==> src/osdp_pkg.sv <==
// Shared constants and carrier types for the OSD pixel colour stage
// What this block does
// - ROM and 1-bit glyph pixel bit picks character foreground or background colour.
// - Attribute selects one of 8 groups, plus foreground and background entry within it.
// - 2-bit glyph pixel value picks one of 4 entries in the chosen group.
// - For 2-bit glyphs attribute selects one of 8 four-entry groups.
// - 4-bit glyph pixel value picks one of 16 entries in the chosen group.
// - For 4-bit glyphs attribute selects one of 4 sixteen-entry groups; last is 48-63.
// - Entries 48-63 are fetched at palette base plus 0x40..0x5e, two bytes each.
// - Soft glyph height is 9 plus code lines; width fixed at 12 pixels.
// - ROM glyph height is 9 plus its own code lines; width 12 pixels.
// - Lines per character row come from the soft glyph height code only.
// - ROM glyph lines beyond its height show background colour.
// - Shadow off at enable 0; at 1 only ROM and 1-bit glyphs get shadow.
// - Shadow direction 0 casts east, 1 casts west.
// - Shadow pixels use a 6-bit colour index reaching any palette entry.
// - Shadow never crosses into a neighbouring character cell.
// - Line doubling enable 1 shows each line twice; 0 shows it once.
// - Doubling applies only to lines inside the character display area.
// - Soft glyphs come in 1, 2 and 4 bit formats with own base pointers.
// - Each soft glyph starts on a fresh byte; a trailing unused nibble is skipped.
// - 1-bit pixels pack 12 per line across bytes, lowest pixel in bit 7.
// - 2-bit pixels pack four per byte, pixel bit 0 in bit 7, bit 1 in bit 6.
// - 48 programmable two-byte entries stored consecutively from palette base for entry 16.
// - Entry holds blue 3-0, green 7-4, red 11-8, blank bit 12, contrast bit 13.
// - Entries 0-15 are fixed colours; only entries 16 and up come from RAM.
// - Group field is three bits; 4-bit glyphs wrap codes 4-7 onto groups 0-3.
package osdp_pkg;

  // Glyph cell geometry
  localparam logic [3:0] BASE_H   = 4'h9;
  localparam logic [7:0] CELL_W   = 8'h0c;
  localparam logic [3:0] LAST_COL = 4'hb;

  // Palette layout
  localparam logic [5:0] PAL_PROG  = 6'h10;
  localparam int         BLUE_LSB  = 0;
  localparam int         GREEN_LSB = 4;
  localparam int         RED_LSB   = 8;
  localparam int         BLANK_BIT = 12;
  localparam int         COR_BIT   = 13;

  // Hardwired colour levels
  localparam logic [3:0] HW_FULL = 4'hf;
  localparam logic [3:0] HW_HALF = 4'h7;

  // Glyph source of a character
  typedef enum logic [1:0] {
    OSDP_ROM,
    OSDP_MONO,
    OSDP_TWO,
    OSDP_FOUR
  } osdp_kind_t;

  // Per-character attribute
  typedef struct packed {
    osdp_kind_t  kind;
    logic [2:0]  grp;
    logic [2:0]  fgc;
    logic [2:0]  bgc;
    logic [7:0]  code;
  } osdp_attr_t;

  // Global display settings
  typedef struct packed {
    logic [2:0]  soft_h;
    logic [2:0]  rom_h;
    logic        shadow_en;
    logic        shadow_dir;
    logic [5:0]  shadow_idx;
    logic        line_double;
    logic        hw_cor;
    logic        hw_blank;
  } osdp_gbl_t;

  // RAM base pointers
  typedef struct packed {
    logic [15:0] pal;
    logic [15:0] mono;
    logic [15:0] two;
    logic [15:0] four;
  } osdp_ptr_t;

  // Pixel token moving down the pipeline
  typedef struct packed {
    logic        vld;
    osdp_kind_t  kind;
    logic [2:0]  grp;
    logic [2:0]  fgc;
    logic [2:0]  bgc;
    logic [3:0]  col;
    logic [2:0]  bpos;
    logic [3:0]  val;
  } osdp_tok_t;

endpackage

==> src/osdp_render.sv <==
// Pixel colour generation: glyph fetch, palette mapping, shadow and line doubling
`timescale 1ns/1ns
module osdp_render (
  // Clock and reset
  input  wire logic               clk_sys_i,
  input  wire logic               nrst_i,
  // Pixel stream
  input  wire logic               pix_vld_i,
  input  wire osdp_pkg::osdp_attr_t pix_attr_i,
  input  wire logic [3:0]         pix_col_i,
  input  wire logic [11:0]        rom_row_i,
  // Line timing
  input  wire logic               row_start_i,
  input  wire logic               line_end_i,
  input  wire logic               in_area_i,
  // Settings
  input  wire osdp_pkg::osdp_gbl_t  gbl_i,
  input  wire osdp_pkg::osdp_ptr_t  ptr_i,
  // Glyph RAM port
  output logic                    glyph_rd_o,
  output logic [15:0]             glyph_addr_o,
  input  wire logic [7:0]         glyph_data_i,
  // Palette RAM port
  output logic                    pal_rd_o,
  output logic [15:0]             pal_addr_o,
  input  wire logic [15:0]        pal_data_i,
  // Video out
  output logic                    rgb_vld_o,
  output logic [11:0]             rgb_o,
  output logic                    blank_o,
  output logic                    cor_o,
  output logic [3:0]              cell_line_o,
  output logic                    row_end_o
);
  import osdp_pkg::*;

  // Fixed colours of entries 0-15: low half full level, high half half level
  function automatic logic [11:0] hw_rgb(input logic [3:0] e);
    logic [3:0] lv;
    lv = e[3] ? HW_HALF : HW_FULL;
    hw_rgb = {e[0] ? lv : 4'h0, e[1] ? lv : 4'h0, e[2] ? lv : 4'h0};
  endfunction

  // Pull one pixel value out of a glyph byte; p is the pixel's first bit slot
  function automatic logic [3:0] px_get(input osdp_kind_t k, input logic [7:0] d,
                                        input logic [2:0] p);
    logic [3:0] v;
    v = 4'h0;
    case (k)
      OSDP_MONO: v[0] = d[3'd7 - p];
      OSDP_TWO: begin
        v[0] = d[3'd7 - p];
        v[1] = d[3'd6 - p];
      end
      OSDP_FOUR: begin
        for (int i = 0; i < 4; i++) begin
          v[i] = d[3'd7 - p - 3'(i)];
        end
      end
      default: v = 4'h0;
    endcase
    return v;
  endfunction

  // Line counter state
  logic [3:0]  line_r, line_nxt;
  logic        rep_r, rep_nxt;
  logic        row_end_nxt;
  logic [3:0]  line_last;

  // Pipeline state
  osdp_tok_t   tok_a_r, tok_a_nxt, tok_b_r, tok_bx, tok_c_r, tok_d_r;
  logic        glyph_rd_nxt, pal_rd_nxt, shd_c, shd_d_r, vld_e_r;
  logic [15:0] glyph_addr_nxt, pal_addr_nxt, base;
  logic [5:0]  idx_c, idx_d_r, idx_e_r;
  logic [1:0]  sh;
  logic [7:0]  bit_idx, cell_bits;
  logic [9:0]  bit_sh;
  logic [6:0]  bpc;
  logic        rom_bit, cast_c;
  logic [11:0] rgb_nxt;
  logic        blank_nxt, cor_nxt;

  // Row line counting; only soft height sets the row length
  always_comb begin
    line_last   = BASE_H - 4'h1 + {1'b0, gbl_i.soft_h};
    line_nxt    = line_r;
    rep_nxt     = rep_r;
    row_end_nxt = 1'b0;
    if (row_start_i) begin
      line_nxt = 4'h0;
      rep_nxt  = 1'b0;
    end else if (line_end_i && in_area_i) begin
      if (gbl_i.line_double && !rep_r) begin
        rep_nxt = 1'b1;
      end else begin
        rep_nxt = 1'b0;
        if (line_r == line_last) begin
          line_nxt    = 4'h0;
          row_end_nxt = 1'b1;
        end else begin
          line_nxt = line_r + 4'h1;
        end
      end
    end
  end

  always_ff @(posedge clk_sys_i) begin
    if (!nrst_i) begin
      line_r      <= 4'h0;
      rep_r       <= 1'b0;
      row_end_o   <= 1'b0;
      cell_line_o <= 4'h0;
    end else begin
      line_r      <= line_nxt;
      rep_r       <= rep_nxt;
      row_end_o   <= row_end_nxt;
      cell_line_o <= line_nxt;
    end
  end

  // Stage a: glyph address; every glyph is a whole number of bytes
  always_comb begin
    case (pix_attr_i.kind)
      OSDP_FOUR: sh = 2'd2;
      OSDP_TWO:  sh = 2'd1;
      default:   sh = 2'd0;
    endcase
    case (pix_attr_i.kind)
      OSDP_FOUR: base = ptr_i.four;
      OSDP_TWO:  base = ptr_i.two;
      default:   base = ptr_i.mono;
    endcase
    bit_idx   = 8'({4'h0, line_r} * CELL_W) + {4'h0, pix_col_i};
    bit_sh    = 10'({2'b00, bit_idx} << sh);
    // Height sum needs five bits: code 7 gives 16 lines, which a 4-bit sum wraps to 0
    cell_bits = 8'(({4'h0, BASE_H} + {5'h00, gbl_i.soft_h}) * CELL_W);
    bpc       = 7'((10'({2'b00, cell_bits} << sh) + 10'h007) >> 3);
    glyph_addr_nxt = base + 16'(pix_attr_i.code) * 16'(bpc)
                     + 16'(bit_sh[9:3]);
    // Lines past the ROM glyph height read as background
    rom_bit = ({1'b0, line_r} < {1'b0, BASE_H} + {2'b00, gbl_i.rom_h})
              && rom_row_i[LAST_COL - pix_col_i];
    tok_a_nxt      = '0;
    tok_a_nxt.vld  = pix_vld_i;
    tok_a_nxt.kind = pix_attr_i.kind;
    tok_a_nxt.grp  = pix_attr_i.grp;
    tok_a_nxt.fgc  = pix_attr_i.fgc;
    tok_a_nxt.bgc  = pix_attr_i.bgc;
    tok_a_nxt.col  = pix_col_i;
    tok_a_nxt.bpos = bit_sh[2:0];
    tok_a_nxt.val  = {3'b000, rom_bit};
    glyph_rd_nxt   = pix_vld_i && (pix_attr_i.kind != OSDP_ROM);
  end

  // Stage b: glyph byte arrives one cycle after the read strobe
  always_comb begin
    tok_bx = tok_b_r;
    if (tok_b_r.kind != OSDP_ROM) begin
      tok_bx.val = px_get(tok_b_r.kind, glyph_data_i, tok_b_r.bpos);
    end
  end

  // Stage c: shadow from the neighbour pixel and palette index
  always_comb begin
    // Adjacent columns share a cell, so the shadow cannot leak across cells
    if (!gbl_i.shadow_dir) begin
      cast_c = tok_d_r.vld && (tok_d_r.col + 4'h1 == tok_c_r.col)
               && tok_d_r.val[0];
    end else begin
      cast_c = tok_bx.vld && (tok_bx.col == tok_c_r.col + 4'h1)
               && tok_bx.val[0];
    end
    shd_c = gbl_i.shadow_en && !tok_c_r.val[0] && cast_c
            && (tok_c_r.kind == OSDP_ROM || tok_c_r.kind == OSDP_MONO);
    case (tok_c_r.kind)
      OSDP_TWO:  idx_c = PAL_PROG + 6'({tok_c_r.grp, tok_c_r.val[1:0]});
      OSDP_FOUR: idx_c = {tok_c_r.grp[1:0], tok_c_r.val};
      default:   idx_c = {tok_c_r.grp,
                          tok_c_r.val[0] ? tok_c_r.fgc : tok_c_r.bgc};
    endcase
    if (shd_c) begin
      idx_c = gbl_i.shadow_idx;
    end
    // Only programmable entries touch RAM, two bytes apart
    pal_rd_nxt   = tok_c_r.vld && (idx_c >= PAL_PROG);
    pal_addr_nxt = ptr_i.pal + 16'({idx_c - PAL_PROG, 1'b0});
  end

  // Output: fixed or RAM colour, overlay bits go straight to the pins
  always_comb begin
    if (!vld_e_r) begin
      rgb_nxt   = 12'h000;
      blank_nxt = gbl_i.hw_blank;
      cor_nxt   = gbl_i.hw_cor;
    end else if (idx_e_r < PAL_PROG) begin
      rgb_nxt   = hw_rgb(idx_e_r[3:0]);
      blank_nxt = gbl_i.hw_blank;
      cor_nxt   = gbl_i.hw_cor;
    end else begin
      rgb_nxt   = {pal_data_i[RED_LSB +: 4], pal_data_i[GREEN_LSB +: 4],
                   pal_data_i[BLUE_LSB +: 4]};
      blank_nxt = pal_data_i[BLANK_BIT];
      cor_nxt   = pal_data_i[COR_BIT];
    end
  end

  // Pipeline registers; a new pixel may enter every clock
  always_ff @(posedge clk_sys_i) begin
    if (!nrst_i) begin
      tok_a_r      <= '0;
      tok_b_r      <= '0;
      tok_c_r      <= '0;
      tok_d_r      <= '0;
      shd_d_r      <= 1'b0;
      idx_d_r      <= 6'h00;
      vld_e_r      <= 1'b0;
      idx_e_r      <= 6'h00;
      glyph_rd_o   <= 1'b0;
      glyph_addr_o <= 16'h0000;
      pal_rd_o     <= 1'b0;
      pal_addr_o   <= 16'h0000;
      rgb_vld_o    <= 1'b0;
      rgb_o        <= 12'h000;
      blank_o      <= 1'b0;
      cor_o        <= 1'b0;
    end else begin
      tok_a_r      <= tok_a_nxt;
      tok_b_r      <= tok_a_r;
      tok_c_r      <= tok_bx;
      tok_d_r      <= tok_c_r;
      shd_d_r      <= shd_c;
      idx_d_r      <= idx_c;
      vld_e_r      <= tok_d_r.vld;
      idx_e_r      <= idx_d_r;
      glyph_rd_o   <= glyph_rd_nxt;
      glyph_addr_o <= glyph_addr_nxt;
      pal_rd_o     <= pal_rd_nxt;
      pal_addr_o   <= pal_addr_nxt;
      rgb_vld_o    <= vld_e_r;
      rgb_o        <= rgb_nxt;
      blank_o      <= blank_nxt;
      cor_o        <= cor_nxt;
    end
  end

  // Checks on the pipeline and counters
  pipe_latency_a: assert property (@(posedge clk_sys_i) disable iff (!nrst_i)
    pix_vld_i |-> ##6 rgb_vld_o) else $error("pixel lost in pipeline");
  glyph_fetch_a: assert property (@(posedge clk_sys_i) disable iff (!nrst_i)
    pix_vld_i && pix_attr_i.kind != OSDP_ROM |=> glyph_rd_o)
    else $error("soft glyph not fetched");
  mono_index_a: assert property (@(posedge clk_sys_i) disable iff (!nrst_i)
    tok_d_r.vld && !shd_d_r && tok_d_r.kind == OSDP_MONO
    |-> idx_d_r == {tok_d_r.grp, tok_d_r.val[0] ? tok_d_r.fgc : tok_d_r.bgc})
    else $error("1-bit index wrong");
  two_index_a: assert property (@(posedge clk_sys_i) disable iff (!nrst_i)
    tok_d_r.vld && tok_d_r.kind == OSDP_TWO
    |-> idx_d_r == 6'h10 + {1'b0, tok_d_r.grp, tok_d_r.val[1:0]})
    else $error("2-bit index wrong");
  four_index_a: assert property (@(posedge clk_sys_i) disable iff (!nrst_i)
    tok_d_r.vld && tok_d_r.kind == OSDP_FOUR
    |-> idx_d_r[5:4] == tok_d_r.grp[1:0] && idx_d_r[3:0] == tok_d_r.val)
    else $error("4-bit index wrong");
  shadow_kind_a: assert property (@(posedge clk_sys_i) disable iff (!nrst_i)
    shd_d_r |-> gbl_i.shadow_en && !tok_d_r.val[0]
    && (tok_d_r.kind == OSDP_ROM || tok_d_r.kind == OSDP_MONO))
    else $error("shadow on wrong glyph");
  hw_entry_a: assert property (@(posedge clk_sys_i) disable iff (!nrst_i)
    tok_c_r.vld ##1 idx_d_r < 6'h10 |-> !pal_rd_o)
    else $error("fixed entry read from RAM");
  row_wrap_a: assert property (@(posedge clk_sys_i) disable iff (!nrst_i)
    row_end_o |-> cell_line_o == 4'h0
    && $past(line_r) == 4'h8 + {1'b0, $past(gbl_i.soft_h)})
    else $error("row length wrong");
  line_repeat_a: assert property (@(posedge clk_sys_i) disable iff (!nrst_i)
    line_end_i && in_area_i && gbl_i.line_double && !rep_r && !row_start_i
    |=> $stable(line_r) ##0 rep_r) else $error("line not doubled");

  // Checks on fill lines, shadow colour and enable, palette addressing, line counting outside the area and pin levels
  rom_fill_a: assert property (@(posedge clk_sys_i) disable iff (!nrst_i)
    pix_vld_i && pix_attr_i.kind == OSDP_ROM
    && {1'b0, line_r} >= 5'h09 + {2'b00, gbl_i.rom_h} |=> tok_a_r.val == 4'h0)
    else $error("ROM fill line not background");
  shadow_colour_a: assert property (@(posedge clk_sys_i) disable iff (!nrst_i)
    shd_d_r |-> idx_d_r == $past(gbl_i.shadow_idx))
    else $error("shadow colour index wrong");
  shadow_off_a: assert property (@(posedge clk_sys_i) disable iff (!nrst_i)
    !gbl_i.shadow_en |=> !shd_d_r)
    else $error("shadow drawn while disabled");
  pal_addr_a: assert property (@(posedge clk_sys_i) disable iff (!nrst_i)
    pal_rd_o |-> pal_addr_o == ptr_i.pal + {9'h000, idx_d_r - 6'h10, 1'b0})
    else $error("palette address wrong");
  area_hold_a: assert property (@(posedge clk_sys_i) disable iff (!nrst_i)
    line_end_i && !in_area_i && !row_start_i |=> $stable(line_r) && $stable(rep_r))
    else $error("line counted outside display area");
  idle_level_a: assert property (@(posedge clk_sys_i) disable iff (!nrst_i)
    !vld_e_r |=> rgb_o == 12'h000 && blank_o == $past(gbl_i.hw_blank)
    && cor_o == $past(gbl_i.hw_cor))
    else $error("idle pin levels wrong");
  ram_colour_a: assert property (@(posedge clk_sys_i) disable iff (!nrst_i)
    vld_e_r && idx_e_r >= 6'h10 |=> rgb_o == $past(pal_data_i[11:0])
    && blank_o == $past(pal_data_i[BLANK_BIT]) && cor_o == $past(pal_data_i[COR_BIT]))
    else $error("programmable entry not passed to pins");

endmodule

==> config.mk <==
export PLATFORM = sky130hd
export DESIGN_NAME = osdp_render
export DESIGN_NICKNAME = d
export VERILOG_FILES = /design/src/osdp_pkg.sv /design/src/osdp_render.sv
export SDC_FILE = /design/constraint.sdc
export NUM_CORES = 1
export LEC_CHECK = 0
export BUFFER_PORTS_ARGS = -buffer_cell sky130_fd_sc_hd__buf_2
export CAP_MARGIN = 20
export CORE_AREA = 10 10 143 145
export CTS_CLUSTER_SIZE = 10
export DETAILED_ROUTE_END_ITERATION = 16
export DIE_AREA = 0 0 153 155
export MAX_ROUTING_LAYER = met4
export PLACE_DENSITY = 0.75
export SYNTH_ARGS = -nofsm -noshare
export SYNTH_HDL_FRONTEND = slang
export SYNTH_SLANG_ARGS = --single-unit
export TNS_END_PERCENT = 30
==> constraint.sdc <==
create_clock -name clk_sys_i -period 6.6 [get_ports clk_sys_i]
set_clock_uncertainty 0.1 [all_clocks]
set_input_delay 0 -clock clk_sys_i [delete_from_list [all_inputs] [get_ports clk_sys_i]]
set_output_delay 0 -clock clk_sys_i [all_outputs]
set_load 0.05 [all_outputs]
==> reports/metrics.yaml, run 1 <==
status: "completed"
slew_headroom_pct: 48.2
final_cells: 1449
worstSetupPathType: "flip-flop to flip-flop"
worstMarginPinSlew_ps: 771
ys_seq_area_share_pct: 30.9
vias: 7303
rows: 49
internal-power_mw: 2.16
final_common_cell: "buf_2"
pwr-share-comb_pct: 49.7
first_pass_iters: 5
via_per_inst: 5.04
drtAntennaViolNets: 0
routed_wl_um: 22500
drv_cap: 0
synth_area_leaders: "dfxtp_1 31%, fa_1 12%, ha_1 9.2%"
grt_overflow_total: 0
cts.clk_slew.worst_paths_ps: 70
port_buffers: 197
synth_area_leader_cell: "dfxtp_1"
area_growth_pct: 28.1
nFillCells: 1462
core_mm2: 0.0177
clock-sinks: 134
synth.ff_latch_count: 134
period_needed_ps: 6190
syn-num-nets: 1211
fin_crit_sh_pct: 93.8
synth.top_cell.area_share_pct: 30.9
layout.nets: 1470
critPathMaxStageDelay_ps: 610
ys_async_sr_fraction_pct: 0
dp_cells: 1352
netlist_area_mm2: 0.00869
ir_worst_vdd_uv: 177
syn_inst: 948
startpoint_type: "flip-flop"
maxSlewViolCount: 0
drt_iter0_drc: 317
rsz0062_at_grt: "no"
crit_chain: "ha_1, fa_2, nand3_1, mux2i_1, mux2_2, nand3_1, o21ai_1, fa_1, inv_1, fa_1, inv_1, fa_1, fa_1, inv_1, ha_1, nor2b_1, o21ai_0, a21oi_1, o31a_1, o21ai_0, mux2_2"
cts_buffers: 17
final_layout_size_suffix_gt1_share_pct: 22.5
initial_utilization_pct: 49.2
p_leak_nw: 5.37
crit_required_ps: 6800
hp-class: "primary input to flip-flop"
setup_tns_ps: 0
synth_warnings: 0
clkPwrFrac_pct: 25.4
antenna_cells: 0
ys.flop_type: "dfxtp_1"
cp_max_fo: 7
worstSkewPairLatency_ps: 420
die_h_um: 155
first_global_vias: 7562
antenna_found_initial: 0
whs_path_depth: 4
p_sw_mw: 1.48
rr_worst_depth: 21
io_pins: 200
seqPwrFrac_pct: 24.9
synth_area_per_cell_um2: 9.17
drc_errors: 0
p_sw_share_pct: 40.7
pwr_density_cell_mw_per_mm2: 327
cts_tree: "built"
route.detailed.wl_per_inst_um: 15.5
ys_types: 62
grt_pass1_wl_um: 36600
dp_hpwl_um: 16900
clockBufferDepth: 2
htreeDepth: 4
grt_usage_pct: 19.3
dieArea_mm2: 0.0237
finalSetupViolations: 0
synth-edff-count: 0
critical_path_arrival_ps: 6390
crit_top_cell: "fa_1"
slowest_stage: "fa_2"
fmax_mhz: 162
final_cell_mix: "197 x buf_2, 132 x dfxtp_1, 102 x inv_1"
end_kind: "flip-flop"
hold_viol: 0
cts_setup_buffers: 0
dieWidth_um: 153
place.gp.congestion: 0.946
clock-root-buffer: "clkbuf_16"
grt_max_degree: 86
## routing by layer
| layer | share of wire (%) | GRT usage (%) |
|---|---|---|
| met1 | 44 | 21.8 |
| met4 | 2.0 | 6.31 |
| met5 | 0 | - |
| met3 | 4.6 | 4.41 |
| met2 | 49 | 33.1 |
## layout make-up
cell class | count | area [um^2] | area share (%)
well taps | 229 | 287 | 2.57
clock buffers | 17 | 425 | 3.82
repair buffers | 271 | 1700 | 15.3
clock inverters | 15 | 161 | 1.45
flip-flops and latches | 134 | 2690 | 24.1
inverters | 103 | 387 | 3.47
multi-input cells | 680 | 5480 | 49.3
## per-stage QoR
step                cell area [um^2]  hold slack, ps  setup WS, ps  power [mW]  util, %
floorplan                       8690            11.4           369        2.28        -
global placement                9890             109           227        2.65     56.0
detailed placement              9890             112           215        2.70     56.0
CTS                            11100           0.669           216        3.67     63.0
global route                   11100            60.8          63.2        3.91     63.1
finish                         11100            17.7           410        3.64     63.1
## power by group through the flow
stage | logic [mW] | clock network, mW | registers (mW)
2_1_floorplan | 1.19 | 0 | 1.09
3_3_place_gp | 1.72 | 0 | 0.923
3_5_place_dp | 1.77 | 0 | 0.926
4_1_cts | 1.81 | 0.945 | 0.909
5_1_grt | 2.02 | 0.977 | 0.914
6_report | 1.81 | 0.924 | 0.907
## synth_stat cells (20+ instances only)
cell type  number
and2_1        100
inv_1         102
clkbuf_1       20
nand2_1        85
dfxtp_1       134
o21ai_0        35
fa_1           53
nor2_1         59
mux2i_1        35
ha_1           64
a21oi_1        49
xor2_1         27
## path summary, 6_finish.rpt
check,startpoint,to,slack [ps]
setup reg to reg,line_r[1]$_SDFFE_PP0P_,glyph_addr_o[15]$_SDFF_PN0_,410
hold reg to reg,idx_d_r[5]$_SDFF_PN0_,idx_e_r[5]$_SDFF_PN0_,330
hold / removal,glyph_data_i[3],tok_c_r[2]$_SDFF_PN0_,20
setup / recovery,line_r[1]$_SDFFE_PP0P_,glyph_addr_o[15]$_SDFF_PN0_,410
## worst max-delay path: cells and delay by family, from the launching register on
kind | cells | cell delay [ps]
flops | 1 | 380
simple gates | 3 | 380
fa+ha+maj | 7 | 3190
mux | 3 | 920
compound gates | 5 | 960
buf+inv | 3 | 140
## state kept, by name, summed over array words and instances (netlist names)
register,flops
tok_c_r,20
idx_d_r,6
rgb_vld_o,1
rep_r,1
rgb_o,12
row_end_o,1
tok_b_r,20
tok_a_r,20
pal_rd_o,1
pal_addr_o,16
glyph_rd_o,1
blank_o,1
idx_e_r,6
cor_o,1
tok_d_r,6
glyph_addr_o,16
line_r,4
vld_e_r,1
## what timing repair did
action,CTS,global route
hold buffers,65,0
resized for setup,0,5
setup endpoints to repair,0,2
endpoints found under the hold margin,60,0
## cell families (layout without fill, tap and decap cells)
| kind of cell | after synthesis | in the layout | synth area share (%) |
|---|---|---|---|
| AND/OR/NAND/NOR | 329 | 329 | 19.6 |
| AO/OA/AOI/OAI | 136 | 136 | 9.79 |
| flip-flops | 134 | 134 | 30.9 |
| buffers and inverters | 134 | 406 | 6.13 |
| adder cells (fa/ha/maj) | 117 | 117 | 21.4 |
| multiplexers | 53 | 53 | 7.61 |
| XOR/XNOR | 45 | 45 | 4.62 |
Power figures use the tool's default switching activity.
==> run 2: changes to the inputs <==
--- a/config.mk
+++ b/config.mk
@@ -11,6 +11,7 @@
 export CTS_CLUSTER_SIZE = 10
 export DETAILED_ROUTE_END_ITERATION = 16
 export DIE_AREA = 0 0 153 155
+export HOLD_SLACK_MARGIN = 0.03
 export MAX_ROUTING_LAYER = met4
 export PLACE_DENSITY = 0.75
 export SYNTH_ARGS = -nofsm -noshare
==> reports/metrics.yaml, run 2 (synthesized netlist as in run 1, its figures left out) <==
status: "completed"
hp-class: "primary input to flip-flop"
rr_worst_depth: 21
via_per_inst: 4.99
first_global_vias: 7586
dp_slack_ps: 215
cts_buffers: 17
initial_utilization_pct: 49.2
critPathMaxStageDelay_ps: 610
pwr_density_cell_mw_per_mm2: 325
largestRegisters: "tok_a_r: 20 flops, tok_b_r: 20 flops, tok_c_r: 20 flops"
grt_pass1_wl_um: 36700
place.gp.congestion: 0.946
first_pass_iters: 4
end_kind: "flip-flop"
cts_tree: "built"
whs_path_depth: 5
area_growth_pct: 28.8
hold_path.startpoint: "ptr_i[53]"
nFillCells: 1452
grt_usage_pct: 19.3
slew_headroom_pct: 47.6
setup_ws_ps: 410
core_mm2: 0.0177
hold_viol: 0
fin_crit_sh_pct: 93.8
final_common_cell: "buf_2"
crit_chain: "ha_1, fa_2, nand3_1, mux2i_1, mux2_2, nand3_1, o21ai_1, fa_1, inv_1, fa_1, inv_1, fa_1, fa_1, inv_1, ha_1, nor2b_1, o21ai_0, a21oi_1, o31a_1, o21ai_0, mux2_2"
die_h_um: 155
worstSkewPairLatency_ps: 420
grt_max_degree: 86
worstSetupPathType: "flip-flop to flip-flop"
crit_required_ps: 6800
antenna_found_initial: 0
rsz0062_at_grt: "no"
clock-sinks: 134
dr_wl_met3_um: 1110
critPathLaunch: "line_r[1]$_SDFFE_PP0P_"
slowest_stage: "fa_2"
m1WireLength_um: 9800
vias: 7264
worstMarginPinSlew_ps: 780
highest_layer: "met4"
p_leak_nw: 5.40
grt_overflow_total: 0
drt_iter0_drc: 279
layout.nets: 1476
routed_wl_um: 22500
wl_met2_um: 11200
antenna_cells: 0
final_layout_size_suffix_gt1_share_pct: 22.3
critical_path_arrival_ps: 6390
dp_hpwl_um: 16900
drv_cap: 0
route.detailed.wl_per_inst_um: 15.5
drtAntennaViolNets: 0
setup_tns_ps: 0
startpoint_type: "flip-flop"
period_needed_ps: 6190
io_pins: 200
clock-root-buffer: "clkbuf_16"
cts_setup_buffers: 0
fmax_mhz: 162
cp_max_fo: 7
clockBufferDepth: 2
dieWidth_um: 153
whs_ps: 55.4
port_buffers: 197
ir_worst_vdd_uv: 175
finalSetupViolations: 0
maxSlewViolCount: 0
drc_errors: 0
rows: 49
cts.clk_slew.worst_paths_ps: 60
htreeDepth: 4
r2r-start: "line_r[1]$_SDFFE_PP0P_"
final_cell_mix: "197 x buf_2, 132 x dfxtp_1, 102 x inv_1"
crit_top_cell: "fa_1"
dieArea_mm2: 0.0237
-- run 2: area by class of cell --
| cell class | instances | area [um^2] | area share (%) |
|---|---|---|---|
| Multi-Input combinational cell | 680 | 5480 | 49.0 |
| Clock inverter | 15 | 161 | 1.44 |
| Tap cell | 229 | 287 | 2.56 |
| Sequential cell | 134 | 2690 | 24.0 |
| Timing Repair Buffer | 277 | 1760 | 15.8 |
| Clock buffer | 17 | 425 | 3.80 |
| Inverter | 103 | 387 | 3.45 |
-- run 2: metrics by stage --
stage / instance area (um^2) / total power, mW / util [%] / cells
floorplan: 8690 / 2.28 / - / 948
global placement: 9890 / 2.65 / 56.0 / 1352
detailed placement: 9890 / 2.70 / 56.0 / 1352
CTS: 11200 / 3.67 / 63.3 / 1455
global route: 11200 / 3.92 / 63.4 / 1455
finish: 11200 / 3.64 / 63.4 / 1455
-- run 2: report_power, final --
group	switching, mW	leakage, nW	internal, mW
logic	1.07	4.01	0.742
clock network	0.388	0.284	0.535
registers	0.0221	1.10	0.885
total	1.48	5.40	2.16
-- run 2: per-layer routing --
| layer | track usage, % | vias to the layer above |
|---|---|---|
| li1 | - | 3650 |
| met1 | 22.0 | 3366 |
| met2 | 33.7 | 220 |
| met3 | 4.27 | 28 |
| met4 | 5.22 | 0 |
| met5 | - | - |
-- run 2: worst paths after layout --
kind / end / slack [ps]
hold reg to reg: idx_e_r[5]$_SDFF_PN0_ / 330
setup reg to reg: glyph_addr_o[15]$_SDFF_PN0_ / 410
hold / removal: pal_addr_o[5]$_SDFF_PN0_ / 60
setup / recovery: glyph_addr_o[15]$_SDFF_PN0_ / 410
-- run 2: repair_timing --
item                       in CTS  in global routing
hold endpoints to repair       63                  0
hold buffers                   71                  0
resized for setup               0                  5
setup endpoints to repair       0                  2
-- run 2: worst max-delay path, delay by kind of cell (launching register included) --
family	cells	cell delay (ps)
adder cells (fa/ha/maj)	7	3190
AND/OR/NAND/NOR	3	380
flip-flops	1	380
multiplexers	3	920
buffers and inverters	3	140
AO/OA/AOI/OAI	5	960
